File: src/plc_fsk_pkg.sv
// Purpose: shared constants for the power-line FSK modem control block
// Assumes: 100 MHz system clock, 32-bit APB register access
// Notes:   phase increments are derived here from the frequencies in hertz
package plc_fsk_pkg;
    // clock and synthesis rates
    localparam longint SYS_HZ      = 100_000_000;
    localparam longint MCLK_HZ     = 11_059_200;
    localparam longint TONE0_HZ    = 133_050;
    localparam longint TONE1_HZ    = 131_850;
    localparam longint CARRIER_HZ  = 132_450;
    localparam longint IF_HZ       = 5_400;
    localparam longint LO_HZ       = CARRIER_HZ - IF_HZ;
    localparam longint BIT_RATE    = 1_200;
    localparam int     ACC_W       = 32;

    // accumulator increments, 2^32 * f_out / f_in
    localparam logic [31:0] MCLK_INC  = 32'((MCLK_HZ << 32) / SYS_HZ);
    localparam logic [31:0] TONE0_INC = 32'((TONE0_HZ << 32) / MCLK_HZ);
    localparam logic [31:0] TONE1_INC = 32'((TONE1_HZ << 32) / MCLK_HZ);
    localparam logic [31:0] LO_INC    = 32'((LO_HZ << 32) / MCLK_HZ);
    localparam logic [31:0] BIT_INC   = 32'((BIT_RATE << 32) / MCLK_HZ);

    // watchdog timing
    localparam longint WDOG_MS      = 1_500;
    localparam longint HRST_US      = 1_000;
    localparam int     WDOG_W       = 28;
    localparam int     WDOG_CYCLES  = int'(WDOG_MS * SYS_HZ / 1_000);
    localparam int     HRST_CYCLES  = int'(HRST_US * SYS_HZ / 1_000_000);

    // register byte offsets
    localparam logic [7:0] CTRL_OFS   = 8'h00;
    localparam logic [7:0] TXDATA_OFS = 8'h04;
    localparam logic [7:0] STATUS_OFS = 8'h08;

    // field positions
    localparam int CTRL_USE_BUF  = 0;
    localparam int ST_TX_ACTIVE  = 0;
    localparam int ST_CARRIER    = 1;
    localparam int ST_HOST_RST   = 2;
    localparam int ST_LEVEL      = 3;
    localparam int ST_TX_BIT     = 5;
    localparam int ST_TEST       = 6;

    // reset values and buffer depth
    localparam logic CTRL_USE_BUF_RST = 1'b0;
    localparam int   BUF_DEPTH        = 2;
endpackage : plc_fsk_pkg

File: src/plc_phase_acc.sv
// Purpose: phase accumulator giving a square wave and a wrap pulse
// Assumes: en is a one-cycle enable, inc is stable while in use
// Notes:   square wave is the accumulator msb, wrap pulse is registered
`timescale 1ns/1ps
`default_nettype none
module plc_phase_acc #(
    parameter int W = 32
) (
    input  wire logic         sys_clk,
    input  wire logic         rst,
    input  wire logic         en,
    input  wire logic [W-1:0] inc,
    output logic              wrap,
    output logic              square
);
    typedef struct packed {
        logic [W-1:0] acc;
        logic         wrap;
    } plc_acc_t;

    plc_acc_t st;
    plc_acc_t next_st;
    logic [W:0] sum;

    // advance phase on each enable
    always_comb begin
        next_st  = st;
        sum      = {1'b0, st.acc} + {1'b0, inc};
        next_st.wrap = 1'b0;
        if (en) begin
            next_st.acc  = sum[W-1:0];
            next_st.wrap = sum[W];
        end
    end

    // state register
    always_ff @(posedge sys_clk) begin
        if (rst) begin
            st <= '0;
        end else begin
            st <= next_st;
        end
    end

    assign wrap   = st.wrap;
    assign square = st.acc[W-1];
endmodule : plc_phase_acc
`default_nettype wire

File: src/plc_fsk_ctrl.sv
// Purpose: digital control of a half-duplex power-line FSK modem
// Assumes: pins synchronous to sys_clk, APB register access
// Notes:   tones are square waves for the analog filter stages
//
// Our own choices: the register addresses and the APB slave port.
`timescale 1ns/1ps
`default_nettype none
module plc_fsk_ctrl
    import plc_fsk_pkg::*;
#(
    parameter int WDOG_TIMEOUT = WDOG_CYCLES,
    parameter int HRST_WIDTH   = HRST_CYCLES
) (
    input  wire logic        sys_clk,
    input  wire logic        rst,
    input  wire logic        psel,
    input  wire logic        penable,
    input  wire logic        pwrite,
    input  wire logic [7:0]  paddr,
    input  wire logic [31:0] pwdata,
    output logic [31:0]      prdata,
    output logic             pready,
    output logic             pslverr,
    input  wire logic        tx_request_in,
    input  wire logic        tx_data_in,
    input  wire logic        carrier_detect_in,
    input  wire logic        watchdog_in,
    input  wire logic        continuous_tx_test_sel,
    input  wire logic        test_mode_sel_b,
    input  wire logic        test_mode_sel_c,
    input  wire logic        test_mode_sel_d,
    output logic             tx_analog_out,
    output logic             rx_lo_out,
    output logic             line_driver_enable,
    output logic             carrier_present,
    output logic             host_reset_out
);
    typedef struct packed {
        logic [BUF_DEPTH-1:0] mem;
        logic                 wrPtr;
        logic                 rdPtr;
        logic [1:0]           level;
        logic                 txBit;
        logic                 useBuf;
        logic                 txActive;
        logic                 rxActive;
        logic                 carrier;
        logic [3:0]           testQ;
        logic                 wdPrev;
        logic [WDOG_W-1:0]    wdCnt;
        logic [WDOG_W-1:0]    rstCnt;
        logic                 hostRst;
        logic [31:0]          rdData;
        logic                 slvErr;
    } plc_state_t;

    plc_state_t st;
    plc_state_t next_st;

    logic mTick;
    logic bitTick;
    logic toneSq;
    logic loSq;
    logic txBitEff;
    logic txWant;
    logic [31:0] toneInc;
    logic setup;
    logic access;
    logic mapped;
    logic bufFull;
    logic push;
    logic pop;
    logic wdFall;
    logic wdExpire;

    // master clock enable and the rates divided from it
    plc_phase_acc #(.W(ACC_W)) u_mclk (.sys_clk(sys_clk), .rst(rst), .en(1'b1),
        .inc(MCLK_INC), .wrap(mTick), .square());
    plc_phase_acc #(.W(ACC_W)) u_bit (.sys_clk(sys_clk), .rst(rst), .en(mTick),
        .inc(BIT_INC), .wrap(bitTick), .square());
    plc_phase_acc #(.W(ACC_W)) u_tone (.sys_clk(sys_clk), .rst(rst),
        .en(mTick & st.txActive), .inc(toneInc), .wrap(), .square(toneSq));
    plc_phase_acc #(.W(ACC_W)) u_lo (.sys_clk(sys_clk), .rst(rst),
        .en(mTick & st.rxActive), .inc(LO_INC), .wrap(), .square(loSq));

    // bit source: direct pin or paced buffer; test b/c force a tone
    always_comb begin
        txBitEff = st.useBuf ? st.txBit : tx_data_in;
        if (st.testQ[1]) begin
            txBitEff = 1'b0;
        end else if (st.testQ[2]) begin
            txBitEff = 1'b1;
        end
        toneInc = txBitEff ? TONE1_INC : TONE0_INC;
    end

    // apb decode and buffer handshake
    assign setup   = psel & ~penable;
    assign access  = psel & penable;
    assign mapped  = (paddr == CTRL_OFS) || (paddr == TXDATA_OFS) || (paddr == STATUS_OFS);
    assign bufFull = (st.level == 2'(BUF_DEPTH));
    assign pready  = ~(access & pwrite & (paddr == TXDATA_OFS) & bufFull);
    assign push    = access & pwrite & (paddr == TXDATA_OFS) & ~bufFull;
    assign pop     = bitTick & st.useBuf & st.txActive & ~st.testQ[3]
                     & (st.level != 2'd0);
    assign txWant  = tx_request_in | continuous_tx_test_sel;
    assign wdFall  = st.wdPrev & ~watchdog_in;
    assign wdExpire = ~wdFall && (st.wdCnt == WDOG_W'(WDOG_TIMEOUT - 1));

    // next-state logic
    always_comb begin
        next_st        = st;
        next_st.testQ  = {test_mode_sel_d, test_mode_sel_c, test_mode_sel_b,
                          continuous_tx_test_sel};
        next_st.carrier  = carrier_detect_in;
        next_st.txActive = txWant;
        next_st.rxActive = ~txWant;
        next_st.wdPrev   = watchdog_in;
        // register writes
        if (access && pwrite && (paddr == CTRL_OFS)) begin
            next_st.useBuf = pwdata[CTRL_USE_BUF];
        end
        // two-entry transmit bit buffer
        if (push) begin
            next_st.mem[st.wrPtr] = pwdata[0];
            next_st.wrPtr = ~st.wrPtr;
        end
        if (pop) begin
            next_st.txBit = st.mem[st.rdPtr];
            next_st.rdPtr = ~st.rdPtr;
        end
        next_st.level = st.level + 2'(push) - 2'(pop);
        // read data captured in setup, answered in access
        if (setup) begin
            next_st.slvErr = ~mapped;
            next_st.rdData = '0;
            case (paddr)
                CTRL_OFS: begin
                    next_st.rdData[CTRL_USE_BUF] = st.useBuf;
                end
                STATUS_OFS: begin
                    next_st.rdData[ST_TX_ACTIVE] = st.txActive;
                    next_st.rdData[ST_CARRIER]   = st.carrier;
                    next_st.rdData[ST_HOST_RST]  = st.hostRst;
                    next_st.rdData[ST_LEVEL+:2]  = st.level;
                    next_st.rdData[ST_TX_BIT]    = txBitEff;
                    next_st.rdData[ST_TEST+:4]   = st.testQ;
                end
                default: begin
                    next_st.rdData = '0;
                end
            endcase
        end
        // host reset pulse length, ahead of expiry so a fresh expiry wins
        if (st.hostRst) begin
            next_st.rstCnt = st.rstCnt + 1'b1;
            if (st.rstCnt == WDOG_W'(HRST_WIDTH - 1)) begin
                next_st.hostRst = 1'b0;
            end
        end
        // watchdog timeout and host reset start
        if (wdFall) begin
            next_st.wdCnt = '0;
        end else if (wdExpire) begin
            next_st.wdCnt   = '0;
            next_st.hostRst = 1'b1;
            next_st.rstCnt  = '0;
        end else begin
            next_st.wdCnt = st.wdCnt + 1'b1;
        end
    end

    // state register
    always_ff @(posedge sys_clk) begin
        if (rst) begin
            st        <= '0;
            st.useBuf <= CTRL_USE_BUF_RST;
            st.rxActive <= 1'b1;
        end else begin
            st <= next_st;
        end
    end

    // outputs
    assign prdata             = st.rdData;
    assign pslverr            = st.slvErr;
    assign line_driver_enable = st.txActive;
    assign tx_analog_out      = st.txActive & toneSq;
    assign rx_lo_out          = st.rxActive & loSq;
    assign carrier_present    = st.carrier;
    assign host_reset_out     = st.hostRst;
endmodule : plc_fsk_ctrl
`default_nettype wire

File: config.mk
export PLATFORM = sky130hd
export DESIGN_NAME = plc_fsk_ctrl
export DESIGN_NICKNAME = d
export VERILOG_FILES = /design/src/plc_fsk_pkg.sv /design/src/plc_phase_acc.sv /design/src/plc_fsk_ctrl.sv
export SDC_FILE = /design/constraint.sdc
export NUM_CORES = 1
export LEC_CHECK = 0
export BUFFER_PORTS_ARGS = -buffer_cell sky130_fd_sc_hd__buf_2
export CAP_MARGIN = 15
export CORE_ASPECT_RATIO = 1.2
export CORE_MARGIN = 2
export CORE_UTILIZATION = 50
export DETAILED_ROUTE_END_ITERATION = 12
export GPL_ROUTABILITY_DRIVEN = 0
export PLACE_DENSITY = 0.69
export SYNTH_ARGS = -nofsm -noshare
export SYNTH_HDL_FRONTEND = slang
export SYNTH_SLANG_ARGS = --single-unit
File: constraint.sdc
create_clock -name sys_clk -period 4.78 [get_ports sys_clk]
set_input_delay 0.239 -clock sys_clk [delete_from_list [all_inputs] [get_ports sys_clk]]
set_output_delay 0.239 -clock sys_clk [all_outputs]
set_load 0.005 [all_outputs]
# After elaboration in Yosys (flattened, before gate mapping)
# Index checks and enable logic that the tools add are counted.
[totals]
register_bits = 214
out_inout_bits = 39
elab_cells = 90
[classes]
addsub = 8
order_cmp = 3
n_eq_ne = 5
muxes = 15
bitwise = 27
reduce_logical = 10
[op_table]
columns = ["op", "count"]
rows = [
  ["29-bit two-way mux", 3],
  ["28-bit by 1-bit adder with 28-bit output (second input constant)", 2],
  ["32-bit by 19-bit adder with 33-bit output (second input constant)", 1],
  ["32-bit by 29-bit adder with 33-bit output (second input constant)", 1],
  ["32-bit by 26-bit adder with 32-bit output", 1],
  ["32-bit by 26-bit adder with 32-bit output (second input constant)", 1],
  ["28-bit by 17-bit == test with 1-bit output (second input constant)", 1],
  ["28-bit == test (second input constant)", 1],
  ["21-bit two-way mux", 1],
  ["1-bit AND", 15],
  ["1-bit inverter", 11],
  ["9-bit two-way mux", 1],
  ["8-bit by 3-bit == test with 1-bit output (second input constant)", 1],
  ["8-bit by 4-bit == test with 1-bit output (second input constant)", 1],
  ["8-bit logical NOT", 1],
  ["1-bit two-way mux", 7],
  ["1-bit logical AND", 4],
  ["1-bit by 2-bit less-than comparator with 1-bit output (second input constant)", 2],
  ["3-bit OR reduction", 1],
  ["2-bit by 1-bit adder with 2-bit output", 1],
  ["2-bit bitwise mux", 1],
  ["2-bit == test (second input constant)", 1],
  ["1-bit logical OR", 2],
  ["1-bit case mux with 2 select lines", 1],
  ["other kinds (6)", 6],
]

# Logic depth before layout (Yosys ltp)
# Gate-level depths: netlist of run 1.
[depth]
word_depth = 6
depth_mapped = 11

# By module
# Synthesis of run 1 repeated with hierarchy kept, for this count alone.
[hier_totals]
hier_cells = 2056
hier_area_um2 = 16305.6
[by_module_without_submodules]
columns = ["mod", "n_inst", "cells_per_inst", "area_each_um2"]
rows = [
  ["plc_phase_acc (u_bit ...)", 3, 406, 3128.0],
  ["plc_fsk_ctrl", 1, 472, 4078.9],
  ["plc_phase_acc (u_tone)", 1, 366, 2842.7],
]

# Least setup slack after synthesis of run 1
# Ideal clock, no wire load.
[synth_path]
path_kind = "flip-flop to flip-flop"
start = "reg st[98] (netlist name)"
end = "reg u_tone.st[29] (netlist name)"
setup_time_ps = 121
arrival_time_ps = 2675
setup_slack_ps = 1984
stages_incl_launch_ff = 12
n_path_buf = 0
period_less_slack_ps = 2796
cell_sequence = "dfxtp_1 > nor2b_1 > a211oi_1 > nor2_1 > inv_1 > ha_1 > or4_1 > o211a_1 > a221o_1 > a21boi_2 > a221oi_2 > mux2_4"
[synth_between]
elab_chain_cells = 5
[synth_lines]
columns = ["item", "line", "rtl"]
rows = [
  ["start: declaration", "plc_fsk_ctrl.sv:57", "plc_state_t st;"],
  ["start signal: assignment", "plc_fsk_ctrl.sv:180", "st <= next_st;"],
  ["1-bit two-way mux", "plc_fsk_ctrl.sv:88", "txBitEff = st.useBuf ? st.txBit : tx_data_in;"],
  ["1-bit two-way mux", "plc_fsk_ctrl.sv:91", "end else if (st.testQ[2]) begin"],
  ["1-bit two-way mux", "plc_fsk_ctrl.sv:89", "if (st.testQ[1]) begin"],
  ["21-bit two-way mux", "plc_fsk_ctrl.sv:94", "toneInc = txBitEff ? TONE1_INC : TONE0_INC;"],
  ["32-bit by 26-bit adder with 32-bit output", "plc_phase_acc.sv:28", "sum = {1'b0, st.acc} + {1'b0, inc};"],
  ["end signal: assignment", "plc_phase_acc.sv:41", "st <= next_st;"],
  ["end: declaration", "plc_phase_acc.sv:21", "plc_acc_t st;"],
]
# No other way between the ends.
# A chain may end at the register's enable or synchronous reset.

# Final worst setup path of run 1
[layout_path]
start = "reg st[98] (netlist name)"
end = "reg u_tone.st[27] (netlist name)"
# The elaborated chain is that of the path after synthesis.

==> impl_metrics.ini, run 1 <==
[outcome]
status = finished clean

[timing]
hold_viol_final = 0
finalCritPeriodShare_pct = 64.4
slew_viol_final = 0
worst_pin_slew_ns = 1.02
fmax_mhz = 325
finalClockSkew_ns = 0.00704
rsz0062_at_grt = false
finalSetupViolCount = 0
layout_min_cycle_time_ns = 3.08
slew_headroom_pct = 31.8
finalSetupTns_ns = 0
hold_slack_ns = 0.0494

[drt]
drtPass1Iterations = 4
drt-total-wl_um = 18600
wl_per_cell_um = 12.6
drt_iter0_drc = 414
drc = 0
avgViaCountPerCell = 5.21
drtAntennaViolNets = 0
num_vias = 7711

[placed_design]
place_hpwl_um = 12600
portBuffers = 38

[cells_and_area]
nets = 1272
final_core_utilization_pct = 56.3
n_fill_cell = 1760
diodes = 0
area_delta_synth_final_pct = 10.2
layout-drive-gt1-share_pct = 7.64

[global_routing]
grt.total_usage_pct = 17.4
first_global_vias = 7213
grt_pass1_wl_um = 31900
antenna_found_initial = 0
top_usage_layer = met2
grt.met1_usage_pct = 22.6
grt_util_met2_pct = 29.6
grt_max_degree = 73
grt_overflow_total = 0
grtUsageMet3_pct = 2.49

[worst_setup_path]
max_stage_delay_ns = 0.67
worstPathArrival_ns = 3.47
worstPathRequired_ns = 5.17
crit_top_cell = inv_1
end_kind = flip-flop
crit_fanout = 6
crit_chain = nor2b_1 > a211oi_1 > nor2_1 > buf_4 > inv_1 > ha_1 > inv_1 > o311ai_0 > a221oi_1 > o21ai_1 > a21oi_1 > a31o_2
critical_path_class = flip-flop to flip-flop
start_kind = flip-flop
crit_path_top_delay_cell = o311ai_0

[die]
coreArea_um2 = 19500
dieArea_um2 = 21100
die_h_um = 159
ios = 92
fp-row-count = 56
dieWidth_um = 133
start_util_pct = 51.1

[synthesis]
yosys_warnings = 0
synth_top_cell_by_area = dfxtp_1
synth-seq-cells = 213
postSynthCellCount = 1182
yosysMostFrequentCell = nor2_1
ys_async_sr_fraction_pct = 0
synth_edf_count = 0
synthTopCellsByCount = 233 x nor2_1, 213 x dfxtp_1, 93 x xnor2_1
synth_area_um2 = 10000
synth_area_leaders = dfxtp_1 43%, nor2_1 8.7%, xnor2_1 8.1%, xor2_1 5.5%, nand2_1 3.4%
yosysSeqAreaShare_pct = 42.7
synth_flop_cell = dfxtp_1
yosysUniqueCellTypes = 63
synth_top_area_share_pct = 42.7
synth_area_per_cell_um2 = 8.46

[clock_network]
cts-root-buf = clkbuf_16
post_cts_resized = 0
clkSinkCount = 213
clkTransAtPathRegs_ns = 0.06
insertion_delay_ns = 0.50
cts-buffers-inserted = 23
tritoncts = built
cts.htree.levels = 1
clk_path_buf_depth = 3

[pwr]
p_leak_nw = 4.03
p_per_area_nw_per_um2 = 353
ir_drop_mv = 0.251

[job]
maxCapViolCount = 0

[worst_hold_path]
min_path_type = input pin to flip-flop
[final timing paths]
kind,slack [ns],endpoint,depth (start not counted),from
worst max-delay path,1.70,u_tone.st[27],12,st[98]
worst min-delay path,0.05,st[98],3,pwdata[0]
worst max register to register,1.70,u_tone.st[27],12,st[98]
worst min register to register,0.44,st[62],1,st[62]
[stage by stage]
stage | power, mW | area, µm² | instances | setup WS [ns]
3_5_place_dp | 2.18 | 10200 | 1436 | 1.68
4_1_cts | 3.94 | 11000 | 1479 | 1.68
6_report | 3.89 | 11000 | 1479 | 1.70
3_3_place_gp | 2.18 | 10200 | 1436 | 1.71
5_1_grt | 4.05 | 11000 | 1479 | 1.34
2_1_floorplan | 2.14 | 10100 | 1203 | 1.98
[flip-flops by register name, indices dropped and copies added, names as in the netlist, 10 cells and up]
name	flops
prdata	10
st	70
u_bit.st	31
u_lo.st	30
u_mclk.st	31
u_tone.st	31
[kinds of logic (layout without fill, tap and decap cells)]
logic type / Yosys count / count (layout) / share of synthesized area (%)
AOI/OAI and AO/OA: 155 / 155 / 10.1
xor gates and xnor gates: 156 / 156 / 13.7
adders and majority gates: 16 / 16 / 2.08
buffers and inverters: 93 / 108 / 4.73
DFF: 213 / 213 / 42.7
muxes: 8 / 8 / 0.864
other: 1 / 22 / 0.0375
and+or+nand+nor: 540 / 540 / 25.8
[cells in the final DEF (no fill, tap or decap), drive strengths merged, types with 7 or more instances in the layout]
master / synthesis / routed
nor2: 233 / 233
nand2b: 8 / 8
a211oi: 22 / 22
and2: 7 / 7
o21ai: 29 / 29
buf: 36 / 43
nor4b: 8 / 8
and3: 13 / 13
dfxtp: 213 / 213
nor3: 31 / 31
nand2: 91 / 91
a22oi: 11 / 11
nor4: 13 / 13
xnor2: 93 / 93
nor2b: 17 / 17
xor2: 63 / 63
or3: 19 / 19
and4: 10 / 10
conb: 1 / 22
inv: 22 / 22
nand3: 35 / 35
a21oi: 46 / 46
nand4: 26 / 26
ha: 15 / 15
clkbuf: 35 / 34
[worst max-delay path, delay by kind of cell (launching register included)]
family / cells / cell delay (ns)
compound gates: 6 / 1.65
fa+ha+maj: 1 / 0.39
flops: 1 / 0.35
simple gates: 2 / 0.21
buf+inv: 3 / 0.38
[final cells by class]
type	count	area (µm²)	share of cell area (%)
multi-input cells	897	5340	48.5
clock inverters	6	82.6	0.750
inverters	22	82.6	0.750
well taps	261	327	2.97
repair buffers	46	260	2.36
flip-flops and latches	213	4260	38.7
clock buffers	34	657	5.97
[routing by layer]
layer	vias to the layer above	part of all wire, %
met2	114	47
met5	-	0
met3	33	3.5
met4	0	2.0
li1	4032	-
met1	3532	48
[power by group]
group / total (mW) / internal (mW) / leakage (nW) / switching [mW]
Combinational: 0.258 / 0.107 / 1.94 / 0.151
Sequential: 1.89 / 1.84 / 1.73 / 0.0527
Clock: 1.74 / 1.05 / 0.361 / 0.685
Total: 3.89 / 3.00 / 4.03 / 0.888
[timing repair]
item	4_1_cts	5_1_grt
hold endpoints to repair	3	0
setup buffers	0	0
hold buffers	3	0
Note: power is estimated with default switching activity, not from simulation.
==> run 2: changes to the inputs <==
- ABC_AREA: not set -> 1
- PLACE_DENSITY: 0.69 -> 0.68
- clock period: 4.78 -> 3.11 ns (I/O delays scaled with it)
==> run 2 against run 1 <==
Against the previous run:
- final cell count rose by 54%
- sequential power up 52%
- first-iteration DRC count grew 43%
- critical endpoint is now u_tone.st[23]
- area after synthesis is 20% higher
- wire length increased by 54%
- worst hold slack lost 0.0055 ns
==> impl_metrics.ini, run 2 <==
[timing]
finalSetupViolCount = 0
fmax_mhz = 379
rsz0062_at_grt = false
layout_min_cycle_time_ns = 2.64
slew_viol_final = 0
fin_ws_ns = 0.469
finalClockSkew_ns = 0.0193
worst_pin_slew_ns = 0.682
slew_headroom_pct = 54.5
hold_viol_final = 0
finalSetupTns_ns = 0
finalCritPeriodShare_pct = 84.9

[global_routing]
grt_pass1_wl_um = 48800
grt.total_usage_pct = 22.3
grt_overflow_total = 0
first_global_vias = 10800
grt_max_degree = 78
antenna_found_initial = 0

[synthesis]
synth_top_area_share_pct = 35.4
yosys_warnings = 0
yosysMostFrequentCell = nand2_1
yosysUniqueCellTypes = 49
synth_area_um2 = 12000
yosysSeqAreaShare_pct = 35.4
synthTopCellsByCount = 461 x nand2_1, 326 x nor2_1, 217 x inv_1
synth_area_per_cell_um2 = 6.31
synth_top_cell_by_area = dfxtp_1
postSynthCellCount = 1909
synth_edf_count = 0
ys_async_sr_fraction_pct = 0
synth_flop_cell = dfxtp_1
synth-seq-cells = 213
synth_area_leaders = dfxtp_1 35%, nand2_1 14%, nor2_1 10%, inv_1 6.8%, a21oi_1 6.3%

[clock_network]
clk_path_buf_depth = 3
insertion_delay_ns = 0.52
cts-buffers-inserted = 24
cts.htree.levels = 1
post_cts_resized = 0
cts-root-buf = clkbuf_16
tritoncts = built
clkTransAtPathRegs_ns = 0.06
clkSinkCount = 213

[die]
dieArea_um2 = 25300
fp-row-count = 62
coreArea_um2 = 23800
dieWidth_um = 146
die_h_um = 174
ios = 92
start_util_pct = 50.5

[job]
maxCapViolCount = 0

[drt]
drt-total-wl_um = 28700
drt_iter0_drc = 593
avgViaCountPerCell = 5.13
drtPass1Iterations = 5
drc = 0
num_vias = 11700
drtAntennaViolNets = 0
wl_per_cell_um = 12.6

[worst_setup_path]
end_kind = flip-flop
start_kind = flip-flop
r2r_cells = 15
critical_path_class = flip-flop to flip-flop
reg2reg_from = st[98]
crit_fanout = 6
r2r_end = u_tone.st[23]
critPathLaunch = st[98]
reg2reg_slack_ns = 0.47
worstPathArrival_ns = 3.04
worstPathRequired_ns = 3.51

[cells_and_area]
nets = 2013
n_fill_cell = 2400
area_delta_synth_final_pct = 10.5
layout-drive-gt1-share_pct = 5.45
final_cell_mix = 461 x nand2_1, 326 x nor2_1, 217 x inv_1
final_core_utilization_pct = 55.8
largest_register_ffs = 70
diodes = 0
layout_commonest_cell = nand2_1
fin_area_um2 = 13300
regMostFlops = st

[placed_design]
dpl_cell_area_um2 = 12400
pre_cts_ws_ns = 0.534
place_hpwl_um = 21000
portBuffers = 38

[worst_hold_path]
min_path_type = input pin to flip-flop
min_to = pslverr
holdPathStages = 4
hold_start = paddr[3]

[pwr]
ir_drop_mv = 0.427
p_leak_nw = 5.39
p_per_area_nw_per_um2 = 467

[outcome]
status = finished clean
==> run 2: changes by cell type after synthesis, sizes merged, moves of 37 or more <==
cell   delta
nand3   +112
xor2     -37
inv     +199
o21ai    +60
nor3     +45
xnor2    -86
nand2   +373
nor2     +95
a21oi   +107
==> run 2: worst max path at each step <==
stage	to	cells past startpoint	slack, ns
final	u_tone.st[23]	15	0.47
after global routing	u_tone.st[31]	15	0.21
after CTS	u_tone.st[23]	15	0.50
after detailed placement	u_tone.st[23]	15	0.53
after global placement	u_tone.st[23]	15	0.55
after floorplan	u_tone.st[21]	15	1.05
==> run 2: cell type report <==
class / count / area, µm² / area share (%)
multi-input combinational: 1429 / 6630 / 49.8
clock inverter: 12 / 146 / 1.10
tap: 320 / 400 / 3.01
clock buffer: 32 / 682 / 5.13
sequential: 213 / 4260 / 32.1
timing repair buffer: 54 / 345 / 2.60
inverter: 222 / 833 / 6.27
==> run 2: report_power, final <==
part	switching (mW)	total (mW)	internal, mW
Sequential	0.0704	2.87	2.80
Combinational	0.287	0.422	0.135
Clock	1.13	2.93	1.79
Total	1.49	6.21	4.72
==> run 2: timing repair <==
item / in CTS / in global routing
hold buffers: 9 / 0
setup buffers: 0 / 0
hold endpoints to repair: 11 / 0
==> run 2: cell families after synthesis <==
| family | synth area share [%] |
|---|---|
| AO/OA/AOI/OAI | 11.8 |
| AND/OR/NAND/NOR | 38.4 |
| adder cells (fa/ha/maj) | 1.73 |
| other | 0.0312 |
| flip-flops | 35.4 |
| buffers and inverters | 10.2 |
| XOR/XNOR | 2.40 |
==> run 2: worst max-delay path: stages (launching register included) <==
cell and delay (ns):
dfxtp_1 0.34, inv_1 0.08, a21oi_1 0.12, nand2_1 0.08, nand2_1 0.26, inv_1 0.22, ha_1 0.43, nand2_1 0.12
o21ai_0 0.19, inv_1 0.07, o21ai_0 0.27, inv_1 0.07, nand2_1 0.09, nand3_1 0.07, nand2_1 0.08, nor2_1 0.04
==> run 2: through the flow <==
stage | hold WS [ns] | total power, mW | cells
after floorplan | 0.262 | 3.24 | 1930
after global placement | 0.364 | 3.32 | 2229
after detailed placement | 0.363 | 3.33 | 2229
after CTS | 0.0172 | 6.29 | 2282
after global routing | 0.0547 | 6.48 | 2282
final | 0.0439 | 6.21 | 2282
==> run 2: metal layers <==
layer  track usage, %  share of wire [%]  vias to the layer above
met3             3.10                4.3                       46
met1             28.3                 46                     5229
met5                0                  0                        -
met4             6.09                1.8                        0
met2             39.7                 47                      223
li1                 -                  -                     6206
==> run 3: changes to the inputs <==
- ABC_AREA: 1 -> 0
- PLACE_DENSITY: 0.68 -> 0.69
- clock period: 3.11 -> 2.74 ns (I/O delays scaled with it)
==> run 3 against run 2 <==
Against the previous run:
- worst hold slack improved by 0.059 ns
- critical path type unchanged
- wire length is 32% lower
- the run now ends with setup timing left
- design area down 13%
- critical endpoint is now u_tone.st[29]
- sequential share of layout area up 4.8 points
==> impl_metrics.ini, run 3 (synthesized netlist as in run 1, its figures left out) <==
[cells_and_area]
layout.cells.non_filler = 1523
n_fill_cell = 1691
nets = 1316
final_cell_mix = 231 x nor2_1, 212 x dfxtp_1, 93 x xnor2_1
regMostFlops = st
seq_area_um2 = 4270
multi_input_area_um2 = 5460
layout-drive-gt1-share_pct = 12.3
layout_commonest_cell = nor2_1
area_delta_synth_final_pct = 15.6
diodes = 0
largest_register_ffs = 70
final_core_utilization_pct = 59.1

[worst_setup_path]
worstPathRequired_ns = 3.12
end_kind = flip-flop
max_stage_delay_ns = 0.40
crit_path_top_delay_cell = or4_1
crit_fanout = 5
start_kind = flip-flop
crit_chain = nor2b_2 > a211oi_2 > nor2_2 > inv_2 > ha_4 > or4_1 > o211a_1 > a221o_1 > a21boi_2 > a221oi_2 > mux2_4
critical_path_class = flip-flop to flip-flop
worstPathArrival_ns = 3.16
reg2reg_slack_ns = -0.04

[drt]
avgViaCountPerCell = 5.24
drt_iter0_drc = 355
drtPass1Iterations = 4
drt-total-wl_um = 19600
drtAntennaViolNets = 0
drc = 0
num_vias = 7978
wl_per_cell_um = 12.8

[global_routing]
grt.total_usage_pct = 18.4
grt_pass1_wl_um = 33800
antenna_found_initial = 0
grt_max_degree = 101
grt_util_met2_pct = 32.7
grtUsageMet3_pct = 2.65
grt.met1_usage_pct = 23.0
top_usage_layer = met2
first_global_vias = 7536
grt_overflow_total = 0

[die]
die_h_um = 159
coreArea_um2 = 19500
start_util_pct = 51.1
dieWidth_um = 133
ios = 92
dieArea_um2 = 21100
fp-row-count = 56

[clock_network]
clkTransAtPathRegs_ns = 0.06
tritoncts = built
clkSinkCount = 213
insertion_delay_ns = 0.50
clk_path_buf_depth = 3
cts.htree.levels = 1
cts-buffers-inserted = 23
cts-root-buf = clkbuf_16

[timing]
slew_viol_final = 0
finalClockSkew_ns = 0.0108
finalSetupViolCount = 1
rsz0062_at_grt = true
fmax_mhz = 360
slew_headroom_pct = 53.3
worst_pin_slew_ns = 0.698
finalSetupTns_ns = -0.0393
finalCritPeriodShare_pct = 101
fin_ws_ns = -0.0393
hold_viol_final = 0
layout_min_cycle_time_ns = 2.78

[pwr]
p_per_area_nw_per_um2 = 607
p_leak_nw = 4.30
ir_drop_mv = 0.501

[placed_design]
place_hpwl_um = 13100
dpl.cell_count = 1469
portBuffers = 38

[worst_hold_path]
min_path_type = input pin to flip-flop

[job]
maxCapViolCount = 0

[outcome]
status = finished, violations left
violations = setup timing
## run 3: cell count changes in the layout (fill, tap and decap cells not counted), sizes merged, moves of 37 or more
| cell | previous run | this run |
|---|---|---|
| nor2 | 328 | 233 |
| nor3 | 76 | 31 |
| a21oi | 153 | 46 |
| xnor2 | 7 | 93 |
| nand2 | 464 | 91 |
| nand3 | 147 | 35 |
| o21ai | 89 | 29 |
| inv | 222 | 22 |
| xor2 | 26 | 63 |
## run 3: worst paths after layout
path                   endpoint  cells past startpoint  startpoint
hold / removal        prdata[0]                      5    paddr[3]
hold reg to reg          st[62]                      1      st[62]
setup reg to reg  u_tone.st[29]                     11      st[98]
setup / recovery  u_tone.st[29]                     11      st[98]
## run 3: timing repair
action / in CTS / in global routing
resized for setup: 3 / 28
endpoints found under the setup margin: 8 / 15
cloned: 0 / 0
setup buffers: 0 / 2
hold buffers: 12 / 0
pin swaps: 2 / 13
endpoints found under the hold margin: 28 / 0
## run 3: final cells by class
class,count,area share [%]
Sequential cell,213,36.9
Tap cell,261,2.83
Clock inverter,10,1.32
Timing Repair Buffer,90,5.41
Inverter,22,0.715
Multi-Input combinational cell,897,47.3
Clock buffer,30,5.55
## run 3: stage by stage
stage	area (µm²)	hold slack (ns)	setup slack (ns)	power, mW
CTS	11400	0.0823	0.00252	7.10
global placement	10500	0.353	-0.0281	3.81
floorplan	10100	0.265	0.0210	3.73
detailed placement	10500	0.362	-0.0776	3.82
global route	11600	0.104	-0.152	7.31
finish	11600	0.102	-0.0393	7.01
## run 3: routing by layer
metal / share of wire, % / wire length (µm)
met1: 45 / 8890
met3: 3.9 / 766
met4: 2.2 / 436
met5: 0 / 0
met2: 48 / 9470
## run 3: where the power goes
| part | internal [mW] | leakage [nW] | switching [mW] |
|---|---|---|---|
| clock network | 2.02 | 0.392 | 1.22 |
| registers | 3.20 | 1.73 | 0.0929 |
| logic | 0.208 | 2.19 | 0.272 |
## run 3: worst max-delay path: cells and delay by family (launching register included)
kind                       cells  cell delay [ns]
adders and majority gates      1             0.19
and+or+nand+nor                3             0.74
DFF                            1             0.33
buffers and inverters          1             0.12
muxes                          1             0.30
AOI/OAI and AO/OA              5             0.98
